File: src/usbif_pkg.sv
// usb interrupt enable / event status package
// assumes a single 10 MHz system clock and an ahb-lite register bus
package usbif_pkg;

  // ----------------------------------------
  // register map
  // ----------------------------------------
  localparam logic [7:0] OFS_IRQ_ENABLE = 8'h00;
  localparam logic [7:0] OFS_EVENT_STATUS = 8'h04;
  localparam logic [7:0] OFS_EVENT_CLEAR = 8'h08;
  localparam logic [31:0] RST_IRQ_ENABLE = 32'h0000_0000;
  localparam logic [31:0] RST_EVENT_STATUS = 32'h0000_0000;
  localparam logic [31:0] EN_MASK = 32'hF000_001F;
  localparam logic [31:0] STS_MASK = 32'hE7FE_0F0F;

  // ----------------------------------------
  // enable bit positions
  // ----------------------------------------
  localparam int EN_BUS = 31;
  localparam int EN_SOF = 30;
  localparam int EN_GEN = 29;
  localparam int EN_WAKE = 28;
  localparam int EN_EPACK = 4;
  localparam int EN_NAK_LO = 0;

  // ----------------------------------------
  // status bit positions
  // ----------------------------------------
  localparam int ST_RESET = 31;
  localparam int ST_SUSPEND = 30;
  localparam int ST_RESUME = 29;
  localparam int ST_SOF = 26;
  localparam int ST_WAKE = 25;
  localparam int ST_SETUP_TOKEN = 24;
  localparam int ST_SETUP_DONE = 23;
  localparam int ST_IN_ACK = 22;
  localparam int ST_OUT_ACK = 21;
  localparam int ST_IN_STALL = 20;
  localparam int ST_OUT_STALL = 19;
  localparam int ST_SETUP_ERR = 18;
  localparam int ST_TIMEOUT = 17;
  localparam int ST_ACK_LO = 8;
  localparam int ST_NAK_LO = 0;
  localparam int NUM_EP = 4;

  // ----------------------------------------
  // timing
  // ----------------------------------------
  localparam int CLK_PERIOD_NS = 100;
  localparam int RESET_SE0_NS = 2500;
  localparam int SUSPEND_IDLE_US = 3;
  localparam int SUSPEND_IDLE_MS = SUSPEND_IDLE_US;
  localparam int RESET_SE0_CYC = (RESET_SE0_NS + CLK_PERIOD_NS - 1) / CLK_PERIOD_NS;
  localparam int SUSPEND_IDLE_CYC = (SUSPEND_IDLE_MS * 1000000) / CLK_PERIOD_NS;
  localparam int DET_CNT_W = 16;

  // ----------------------------------------
  // carriers
  // ----------------------------------------
  typedef struct packed {
    logic setup_token;
    logic setup_done;
    logic in_ack;
    logic out_ack;
    logic in_stall;
    logic out_stall;
    logic setup_err;
    logic timeout;
    logic [NUM_EP-1:0] ep_ack;
    logic [NUM_EP-1:0] ep_nak;
    logic sof;
    logic resume_sig;
  } usbif_evt_t;

  typedef struct packed {
    logic se0;
    logic idle;
    logic pll_off;
  } usbif_line_t;

  typedef struct packed {
    logic [DET_CNT_W-1:0] cnt;
    logic hit;
  } usbif_det_st_t;

  typedef struct packed {
    logic [31:0] en;
    logic [31:0] sts;
    logic suspended;
    logic irq;
    logic wr_pend;
    logic [7:0] wr_addr;
    logic [31:0] rdata;
  } usbif_st_t;

endpackage
File: src/usbif_core.sv
// usb device interrupt enable and sticky event status with ahb-lite slave
// assumes event pulses and line levels from the serial engine, synchronous to clk
`timescale 1ns/1ps
module usbif_core import usbif_pkg::*; #(
  parameter int RESET_CYC = RESET_SE0_CYC,
  parameter int SUSPEND_CYC = SUSPEND_IDLE_CYC
) (
  input wire logic clk,
  input wire logic sys_rst,
  input wire logic hsel,
  input wire logic [31:0] haddr,
  input wire logic [1:0] htrans,
  input wire logic hwrite,
  input wire logic [2:0] hsize,
  input wire logic [31:0] hwdata,
  input wire logic hready,
  output logic hreadyout,
  output logic hresp,
  output logic [31:0] hrdata,
  input wire usbif_evt_t evt,
  input wire usbif_line_t line,
  output logic usb_irq,
  output logic bus_suspended
);

  // ----------------------------------------
  // parameter check
  // ----------------------------------------
  if (SUSPEND_CYC <= RESET_CYC) begin : g_bad_counts
    $error("usbif_core: suspend count must exceed reset count");
  end

  // ----------------------------------------
  // line duration detectors
  // ----------------------------------------
  logic reset_hit;
  logic suspend_hit;

  usbif_dur_det #(.LIMIT(RESET_CYC)) u_reset_det (
    .clk(clk),
    .sys_rst(sys_rst),
    .cond(line.se0),
    .hit(reset_hit)
  );

  usbif_dur_det #(.LIMIT(SUSPEND_CYC)) u_suspend_det (
    .clk(clk),
    .sys_rst(sys_rst),
    .cond(line.idle),
    .hit(suspend_hit)
  );

  // ----------------------------------------
  // helpers
  // ----------------------------------------
  function automatic logic [31:0] read_mux(input logic [7:0] a, input logic [31:0] en,
                                           input logic [31:0] sts);
    read_mux = 32'h0000_0000;
    unique case (a)
      OFS_IRQ_ENABLE: read_mux = en & EN_MASK;
      OFS_EVENT_STATUS: read_mux = sts & STS_MASK;
      default: read_mux = 32'h0000_0000;
    endcase
  endfunction

  function automatic logic enabled_pending(input logic [31:0] en, input logic [31:0] sts);
    logic bus_g;
    logic gen_g;
    logic ack_g;
    logic nak_g;
    bus_g = en[EN_BUS] & (sts[ST_RESET] | sts[ST_SUSPEND] | sts[ST_RESUME]);
    // setup token, setup error and timeout are left out on purpose
    gen_g = en[EN_GEN] & (sts[ST_SETUP_DONE] | sts[ST_IN_ACK] | sts[ST_OUT_ACK]
                          | sts[ST_IN_STALL] | sts[ST_OUT_STALL]);
    ack_g = (en[EN_EPACK] | en[EN_GEN]) & (|sts[ST_ACK_LO +: NUM_EP]);
    nak_g = |(en[EN_NAK_LO +: NUM_EP] & sts[ST_NAK_LO +: NUM_EP]);
    enabled_pending = bus_g | gen_g | ack_g | nak_g
                      | (en[EN_SOF] & sts[ST_SOF])
                      | (en[EN_WAKE] & sts[ST_WAKE]);
  endfunction

  // ----------------------------------------
  // state
  // ----------------------------------------
  usbif_st_t st_ff;
  usbif_st_t nxt_st;

  logic addr_take;
  logic [31:0] set_vec;
  logic [31:0] clr_vec;
  logic resume_ok;

  assign addr_take = hsel & htrans[1] & hready;
  assign resume_ok = evt.resume_sig & st_ff.suspended;

  // ----------------------------------------
  // event set and software clear vectors
  // ----------------------------------------
  always_comb begin
    set_vec = 32'h0000_0000;
    set_vec[ST_RESET] = reset_hit;
    set_vec[ST_SUSPEND] = suspend_hit;
    set_vec[ST_RESUME] = resume_ok;
    set_vec[ST_SOF] = evt.sof;
    set_vec[ST_WAKE] = resume_ok & line.pll_off;
    set_vec[ST_SETUP_TOKEN] = evt.setup_token;
    set_vec[ST_SETUP_DONE] = evt.setup_done;
    set_vec[ST_IN_ACK] = evt.in_ack;
    set_vec[ST_OUT_ACK] = evt.out_ack;
    set_vec[ST_IN_STALL] = evt.in_stall;
    set_vec[ST_OUT_STALL] = evt.out_stall;
    set_vec[ST_SETUP_ERR] = evt.setup_err;
    set_vec[ST_TIMEOUT] = evt.timeout;
    set_vec[ST_ACK_LO +: NUM_EP] = evt.ep_ack;
    set_vec[ST_NAK_LO +: NUM_EP] = evt.ep_nak;
    clr_vec = 32'h0000_0000;
    if (st_ff.wr_pend && st_ff.wr_addr == OFS_EVENT_CLEAR) begin
      // suspend has no clear bit; it follows the line instead
      clr_vec = hwdata & STS_MASK;
      clr_vec[ST_SUSPEND] = 1'b0;
    end
    if (line.idle == 1'b0) begin
      clr_vec[ST_SUSPEND] = 1'b1;
    end
  end

  // ----------------------------------------
  // next state
  // ----------------------------------------
  always_comb begin
    nxt_st = st_ff;
    nxt_st.wr_pend = 1'b0;
    if (st_ff.wr_pend && st_ff.wr_addr == OFS_IRQ_ENABLE) begin
      nxt_st.en = hwdata & EN_MASK;
    end
    // set wins over a clear landing in the same cycle
    nxt_st.sts = ((st_ff.sts & ~clr_vec) | set_vec) & STS_MASK;
    if (suspend_hit) begin
      nxt_st.suspended = 1'b1;
    end else if (resume_ok || reset_hit) begin
      nxt_st.suspended = 1'b0;
    end
    if (addr_take) begin
      nxt_st.wr_pend = hwrite;
      nxt_st.wr_addr = haddr[7:0];
      // read sees any write finishing in this same cycle
      nxt_st.rdata = hwrite ? 32'h0000_0000 : read_mux(haddr[7:0], nxt_st.en, nxt_st.sts);
    end
    nxt_st.irq = enabled_pending(nxt_st.en, nxt_st.sts);
    if (haddr[31:8] != 24'h00_0000 && addr_take) begin
      // out-of-window addresses read zero and drop writes
      nxt_st.wr_addr = 8'hFF;
      nxt_st.rdata = 32'h0000_0000;
    end
  end

  always_ff @(posedge clk) begin
    if (sys_rst) begin
      st_ff.en <= RST_IRQ_ENABLE;
      st_ff.sts <= RST_EVENT_STATUS;
      st_ff.suspended <= 1'b0;
      st_ff.irq <= 1'b0;
      st_ff.wr_pend <= 1'b0;
      st_ff.wr_addr <= 8'h00;
      st_ff.rdata <= 32'h0000_0000;
    end else begin
      st_ff <= nxt_st;
    end
  end

  // ----------------------------------------
  // outputs
  // ----------------------------------------
  // zero wait states, so the slave never stretches a transfer
  assign hreadyout = 1'b1;
  assign hresp = 1'b0;
  assign hrdata = st_ff.rdata;
  assign usb_irq = st_ff.irq;
  assign bus_suspended = st_ff.suspended;

endmodule // usbif_core

File: src/usbif_dur_det.sv
// duration detector: one-cycle pulse once a level has held longer than a limit
// assumes cond is synchronous to clk
`timescale 1ns/1ps
module usbif_dur_det import usbif_pkg::*; #(
  parameter int LIMIT = 25
) (
  input wire logic clk,
  input wire logic sys_rst,
  input wire logic cond,
  output logic hit
);

  // ----------------------------------------
  // parameter check
  // ----------------------------------------
  if (LIMIT < 1 || LIMIT >= (2 ** DET_CNT_W) - 1) begin : g_bad_limit
    $error("usbif_dur_det: LIMIT out of range");
  end

  localparam logic [DET_CNT_W-1:0] LIM = DET_CNT_W'(LIMIT);
  localparam logic [DET_CNT_W-1:0] TOP = DET_CNT_W'(LIMIT + 1);

  usbif_det_st_t st_ff;
  usbif_det_st_t nxt_st;

  // ----------------------------------------
  // count while the level holds
  // ----------------------------------------
  always_comb begin
    nxt_st = st_ff;
    nxt_st.hit = 1'b0;
    if (!cond) begin
      nxt_st.cnt = '0;
    end else if (st_ff.cnt != TOP) begin
      // saturate so a long level fires only once
      nxt_st.cnt = st_ff.cnt + 1'b1;
      nxt_st.hit = (st_ff.cnt == LIM);
    end
  end

  always_ff @(posedge clk) begin
    if (sys_rst) begin
      st_ff <= '0;
    end else begin
      st_ff <= nxt_st;
    end
  end

  assign hit = st_ff.hit;

endmodule // usbif_dur_det

File: config.mk
export PLATFORM = sky130hd
export DESIGN_NAME = usbif_core
export DESIGN_NICKNAME = d
export VERILOG_FILES = /design/src/usbif_pkg.sv /design/src/usbif_core.sv /design/src/usbif_dur_det.sv
export SDC_FILE = /design/constraint.sdc
export NUM_CORES = 1
export LEC_CHECK = 0
export BUFFER_PORTS_ARGS = -buffer_cell sky130_fd_sc_hd__buf_2
export CAP_MARGIN = 40
export CORE_MARGIN = 3
export CORE_UTILIZATION = 49
export CTS_BUF_LIST = sky130_fd_sc_hd__clkbuf_4 sky130_fd_sc_hd__clkbuf_8
export DETAILED_ROUTE_END_ITERATION = 6
export PLACE_DENSITY_LB_ADDON = 0.2
export SETUP_SLACK_MARGIN = 0.02
export SYNTH_ARGS = -nofsm -noshare
export SYNTH_HDL_FRONTEND = slang
export SYNTH_HIERARCHICAL = 1
export SYNTH_SLANG_ARGS = --single-unit
File: constraint.sdc
create_clock -name clk -period 1.8 [get_ports clk]
set_input_delay 0.09 -clock clk [delete_from_list [all_inputs] [get_ports clk]]
set_output_delay 0.09 -clock clk [all_outputs]
set_load 0.1 [all_outputs]
==> results of run 1 <==
critical path, stage by stage (launching register included):
cell and delay (ps):
dfxtp_2 350, nor4_4 390, nand3b_1 210, buf_6 180, mux2_4 320, a2111oi_4 310, a41oi_2 150
where the power goes:
group | switching (W) | internal [W]
clock | 0.000822 | 0.000529
combinational | 0.000310 | 0.000200
sequential | 0.0000293 | 0.00221
what timing repair did:
action | CTS | global route
pin swaps | 5 | 23
gates cloned | 0 | 0
hold buffers | 9 | 0
endpoints found under the hold margin | 9 | 0
endpoints found under the setup margin | 9 | 22
setup buffers | 1 | 6
resized for setup | 7 | 32
routing by layer:
| layer | vias up | global-route usage [%] | part of all wire [%] | routed length (µm) |
|---|---|---|---|---|
| li1 | 2072 | - | - | - |
| met1 | 1910 | 24.4 | 42 | 4800 |
| met2 | 128 | 34.5 | 49 | 5560 |
| met3 | 15 | 5.46 | 6.6 | 751 |
| met4 | 0 | 8.45 | 1.8 | 208 |
| met5 | - | 0 | 0 | 0 |
worst max path at each step:
stage / start / slack (ps) / depth (start not counted) / to
after detailed placement: st_ff[39] / -160 / 6 / usb_irq
after global placement: st_ff[39] / -120 / 6 / usb_irq
after global routing: st_ff[39] / -310 / 6 / usb_irq
after floorplan: st_ff[38] / -30 / 7 / usb_irq
after CTS: st_ff[34] / -120 / 6 / usb_irq
final: st_ff[39] / -230 / 6 / usb_irq
Yosys cell counts (8+ instances only):
| master | count | area, µm² |
|---|---|---|
| a21oi_1 | 28 | 140 |
| nor3_1 | 22 | 110 |
| a22oi_1 | 15 | 113 |
| buf_4 | 35 | 263 |
| mux2i_1 | 23 | 230 |
| inv_1 | 12 | 45.0 |
| nand4_1 | 10 | 62.6 |
| nand2_1 | 35 | 131 |
| dfxtp_1 | 98 | 1960 |
| xnor2_1 | 8 | 70.1 |
| nor2_1 | 70 | 263 |
| clkbuf_1 | 17 | 63.8 |
| nand3_1 | 9 | 45.0 |
| nor4_1 | 16 | 100 |
| nand2b_1 | 10 | 62.6 |
| nor2b_1 | 11 | 68.8 |
logic make-up (layout without fill, tap and decap cells):
kind of cell | count (synthesis) | in the layout | synth area share, %
DFF | 98 | 98 | 41.7
muxes | 25 | 25 | 5.37
xor gates and xnor gates | 10 | 10 | 1.86
adders and majority gates | 6 | 6 | 1.59
AOI/OAI and AO/OA | 87 | 87 | 12.8
buffers and inverters | 69 | 181 | 8.43
other | 2 | 11 | 0.160
and+or+nand+nor | 233 | 233 | 28.1
per-stage QoR:
| step | hold WS [ps] | setup slack, ps | setup TNS, ps | utilization, % |
|---|---|---|---|---|
| 6_report | 31.3 | -228 | -697 | 62.7 |
| 3_5_place_dp | 337 | -161 | -384 | 57.4 |
| 5_1_grt | 38.4 | -311 | -2550 | 62.7 |
| 2_1_floorplan | 214 | -29.9 | -29.9 | - |
| 3_3_place_gp | 318 | -117 | -142 | 57.4 |
| 4_1_cts | 13.2 | -119 | -218 | 60.7 |
state kept, by name (all words and copies together) (netlist names):
| register | flops |
|---|---|
| bus_suspended | 1 |
| hrdata | 23 |
| st_ff | 39 |
| u_reset_det/hit | 1 |
| u_reset_det/st_ff | 16 |
| u_suspend_det/hit | 1 |
| u_suspend_det/st_ff | 16 |
| usb_irq | 1 |
cell type report:
cell class	count	area (µm²)	area share (%)
Sequential cell	98	1970	33.7
Timing Repair Buffer	153	936	16.1
Tap cell	129	161	2.77
Clock buffer	9	124	2.13
Inverter	12	45.0	0.773
Multi-Input combinational cell	372	2530	43.5
Clock inverter	7	60.1	1.03
==> impl_metrics.py, run 1 <==
metrics = {
    "route": {
        "drc": 0,
        "postRouteAntennaNets": 0,
        "firstDrtPassIters": 5,
        "drtIter0Drc": 129,
        "route.vias.total": 4125,
        "vias_per_cell": 5.29,
        "wirelength_mm": 11.3,
        "avgRoutedWirePerCell_um": 14.5,
    },
    "global_routing": {
        "grt_pass1_wl_mm": 18.3,
        "overflow": 0,
        "grt_util_all_layers_pct": 20.4,
        "grt_pass1_vias": 3952,
        "antenna_found_initial": 0,
        "grt_max_degree": 33,
    },
    "clocking": {
        "h-tree-depth": 3,
        "cts-root-buf": "clkbuf_8",
        "insertion_delay_ps": 370,
        "cts_tree": "built",
        "cts_buffers": 9,
        "clock_path_buffers": 2,
        "cts.sinks": 98,
        "clkTransAtPathRegs_ps": 100,
    },
    "layout": {
        "fillers": 807,
        "fin_cells": 780,
        "drive_gt1_share_pct": 32.1,
        "area_growth_pct": 23.7,
        "final_common_cell": "buf_2",
        "nets": 747,
        "layout_common_cells": "buf_2, dfxtp_1, nor2_1",
        "diodes": 0,
        "postLayoutCellArea_mm2": 0.00582,
    },
    "floorplan": {
        "fp.dieH_um": 104,
        "chipWidth_um": 104,
        "coreArea_mm2": 0.00928,
        "ios": 131,
        "die_area_mm2": 0.0108,
        "rows": 35,
        "start_util_pct": 50.7,
    },
    "synth": {
        "syn_area_per_cell_um2": 8.88,
        "ys_seq_area_share_pct": 41.7,
        "synth.distinct_cells": 61,
        "ys.flop_type": "dfxtp_1",
        "synth_warnings": 6,
        "synthCells": 530,
        "synth_edf_count": 0,
        "ys_seq_elements": 98,
        "syn-cell-area_mm2": 0.00471,
        "async_flop_share_pct": 0,
    },
    "setup_path": {
        "rrSetupSlack_ps": -230,
        "cp-end-kind": "flop",
        "worstPathArrival_ps": 2270,
        "crit_type": "flop to flop",
        "worstReg2RegStart": "st_ff[39]",
        "required_ps": 2040,
        "crit_path_start_kind": "flop",
        "r2r_cells": 6,
        "reg2reg_to": "usb_irq",
        "crit_path_max_fanout": 4,
    },
    "hold_path": {
        "min_to": "st_ff[35]",
        "whs_path_depth": 3,
        "hold_start": "haddr[3]",
        "min_path_type": "primary input to flop",
    },
    "timing": {
        "finalSetupViolations": 10,
        "period_needed_ps": 2030,
        "rsz0062_at_grt": "yes",
        "fin_skew_ps": 11.4,
        "hold_viol": 0,
        "fin_ws_ps": -228,
        "slew_violations": 0,
        "period_share_pct": 113,
        "fmax_mhz": 493,
    },
    "pwr": {
        "power.leakage_nw": 2.32,
        "peakVddDrop_v": 0.000387,
        "p_total_w": 0.00410,
        "power_density_mw_per_mm2": 704,
    },
    "place": {
        "routabilityCongestion": 0.856,
        "dpl_cell_area_mm2": 0.00533,
        "portBuffers": 106,
        "placedCellCount": 749,
        "hpwlAfterDp_mm": 8.40,
    },
    "run_status": {
        "violations": "negative setup slack",
        "status": "complete, but fails checks",
    },
    "run": {
        "max_cap_violations": 0,
    },
}
Note: power is estimated with default switching activity, not from simulation.
==> run 2: changes to the inputs <==
- CELL_PAD_IN_SITES_DETAIL_PLACEMENT: default -> 0
- CELL_PAD_IN_SITES_GLOBAL_PLACEMENT: default -> 1
- CORE_UTILIZATION: 49 -> 36
==> run 2 against run 1 <==
  * The run still ends with negative setup slack left
  * Die area up 34%
  * Power increased by 4.3%
  * Fmax is 3.1% higher
  * First-iteration DRC count is 61% higher
  * Hold slack got worse by 15 ps
  * Via count is 0.12% lower
  * Combinational power up 8.2%
  * Non-clock buffer count is 5 higher
  * Critical endpoint unchanged
==> impl_metrics.py, run 2 (synthesis gave the netlist of run 1 again) <==
metrics = {
    "hold_path": {
        "min_to": "st_ff[33]",
        "min_path_type": "primary input to flop",
        "whs_path_depth": 3,
        "hold_start": "haddr[1]",
    },
    "setup_path": {
        "r2r_cells": 6,
        "worstPathArrival_ps": 2220,
        "crit_type": "flop to flop",
        "path_buf_inv": 1,
        "crit_path_max_fanout": 4,
        "cp-end-kind": "flop",
        "worstSetupStartpoint": "st_ff[38]",
        "crit_path_cell_trace": "nor4b_4 -> nand3b_1 -> buf_6 -> mux2_2 -> a2111oi_4 -> a41oi_1",
        "crit_family": "simple AND/OR/NAND/NOR gates",
        "crit_path_start_kind": "flop",
        "worstReg2RegStart": "st_ff[38]",
        "required_ps": 2050,
        "critPathMaxStageDelay_ps": 360,
        "reg2reg_to": "usb_irq",
        "critPathSlowestCell": "nor4b_4",
        "rrSetupSlack_ps": -170,
    },
    "route": {
        "postRouteAntennaNets": 0,
        "drtIter0Drc": 208,
        "route.vias.total": 4120,
        "drc": 0,
        "avgRoutedWirePerCell_um": 14.6,
        "wirelength_mm": 12.1,
        "vias_per_cell": 4.98,
        "firstDrtPassIters": 5,
    },
    "clocking": {
        "cts_buffers": 9,
        "clock_path_buffers": 2,
        "cts.sinks": 98,
        "cts-root-buf": "clkbuf_8",
        "h-tree-depth": 3,
        "insertion_delay_ps": 380,
        "clkTransAtPathRegs_ps": 100,
        "cts_tree": "built",
    },
    "layout": {
        "fillers": 1262,
        "diodes": 0,
        "final_common_cell": "buf_2",
        "area_growth_pct": 29.6,
        "largest_reg_flops": 39,
        "nets": 752,
        "fin_cells": 828,
        "drive_gt1_share_pct": 34.8,
        "layout_common_cells": "buf_2, dfxtp_1, nor2_1",
        "top_register": "st_ff",
        "postLayoutCellArea_mm2": 0.00610,
    },
    "timing": {
        "timing.hold.ws_ps": 16.4,
        "fin_skew_ps": 12.9,
        "period_needed_ps": 1970,
        "slew_violations": 0,
        "hold_viol": 0,
        "period_share_pct": 109,
        "fin_ws_ps": -166,
        "rsz0062_at_grt": "yes",
        "fmax_mhz": 509,
        "finalSetupViolations": 6,
    },
    "place": {
        "hpwlAfterDp_mm": 8.79,
        "portBuffers": 106,
        "placedCellCount": 792,
        "dp_worst_setup_slack_ps": -210,
        "routabilityCongestion": 0.820,
        "dpl_cell_area_mm2": 0.00539,
    },
    "run": {
        "max_cap_violations": 0,
    },
    "run_status": {
        "status": "complete, but fails checks",
        "violations": "negative setup slack",
    },
    "floorplan": {
        "rows": 41,
        "coreArea_mm2": 0.0127,
        "die_area_mm2": 0.0145,
        "start_util_pct": 37.0,
        "ios": 131,
        "chipWidth_um": 120,
        "fp.dieH_um": 120,
    },
    "pwr": {
        "peakVddDrop_v": 0.000318,
        "p_total_w": 0.00428,
        "power.leakage_nw": 2.39,
        "power_density_mw_per_mm2": 702,
    },
    "global_routing": {
        "grt_pass1_vias": 3901,
        "grt_pass1_wl_mm": 19.4,
        "grt_util_all_layers_pct": 16.6,
        "antenna_found_initial": 0,
        "grt_max_degree": 42,
        "overflow": 0,
    },
}
[run 2: cell count changes in the layout (fill, tap and decap cells not counted), sizes merged]
cell	change
dlygate4sd3	+2
clkinvlp	-1
clkbuf	+1
bufinv	+1
clkinv	+2
buf	+3
inv	-3
[run 2: report_power, final]
group | internal, W | leakage, nW | switching [W] | total [W]
registers | 0.00221 | 0.799 | 0.0000312 | 0.00224
clock network | 0.000683 | 0.103 | 0.000802 | 0.00149
logic | 0.000229 | 1.49 | 0.000324 | 0.000553
total | 0.00312 | 2.39 | 0.00116 | 0.00428
[run 2: worst min-delay path, cell delays in order]
cell and delay [ps]:
buf_2 90, nor3_1 50, nor3_1 110
[run 2: metrics by stage]
step | TNS (ps) | util (%)
2_1_floorplan | -29.9 | -
3_3_place_gp | -710 | 42.2
3_5_place_dp | -791 | 42.4
4_1_cts | -492 | 45.3
5_1_grt | -2050 | 47.9
6_report | -247 | 47.9
[run 2: how the worst max path moves through the flow]
| stage | to | cells past startpoint | slack [ps] |
|---|---|---|---|
| finish | usb_irq | 6 | -170 |
| detailed placement | usb_irq | 6 | -210 |
| floorplan | usb_irq | 7 | -30 |
| CTS | usb_irq | 7 | -160 |
| global placement | usb_irq | 6 | -150 |
| global route | usb_irq | 7 | -320 |
[run 2: what timing repair did]
action                     in CTS  in global routing
gates resized for setup        13                 57
setup endpoints to repair      12                 31
hold buffers                   11                  0
buffers inserted                0                  9
hold endpoints to repair       11                  0
pin swaps                       5                 19
[run 2: area by class of cell]
cell class / instances / area (µm²) / area share [%]
clock inverters: 6 / 65.1 / 1.07
inverters: 12 / 45.0 / 0.739
clock buffers: 10 / 138 / 2.26
well taps: 172 / 215 / 3.53
repair buffers: 158 / 1010 / 16.6
flip-flops and latches: 98 / 1970 / 32.3
multi-input cells: 372 / 2660 / 43.5
[run 2: per-layer routing]
metal  vias to the layer above  wire, µm  share of wire (%)  GRT usage (%)
li1                       2097         -                  -              -
met1                      1904      5480                 45           21.7
met2                        99      5770                 48           27.2
met3                        20       633                5.2           2.95
met4                         0       242                2.0           6.87
met5                         -         0                  0              0
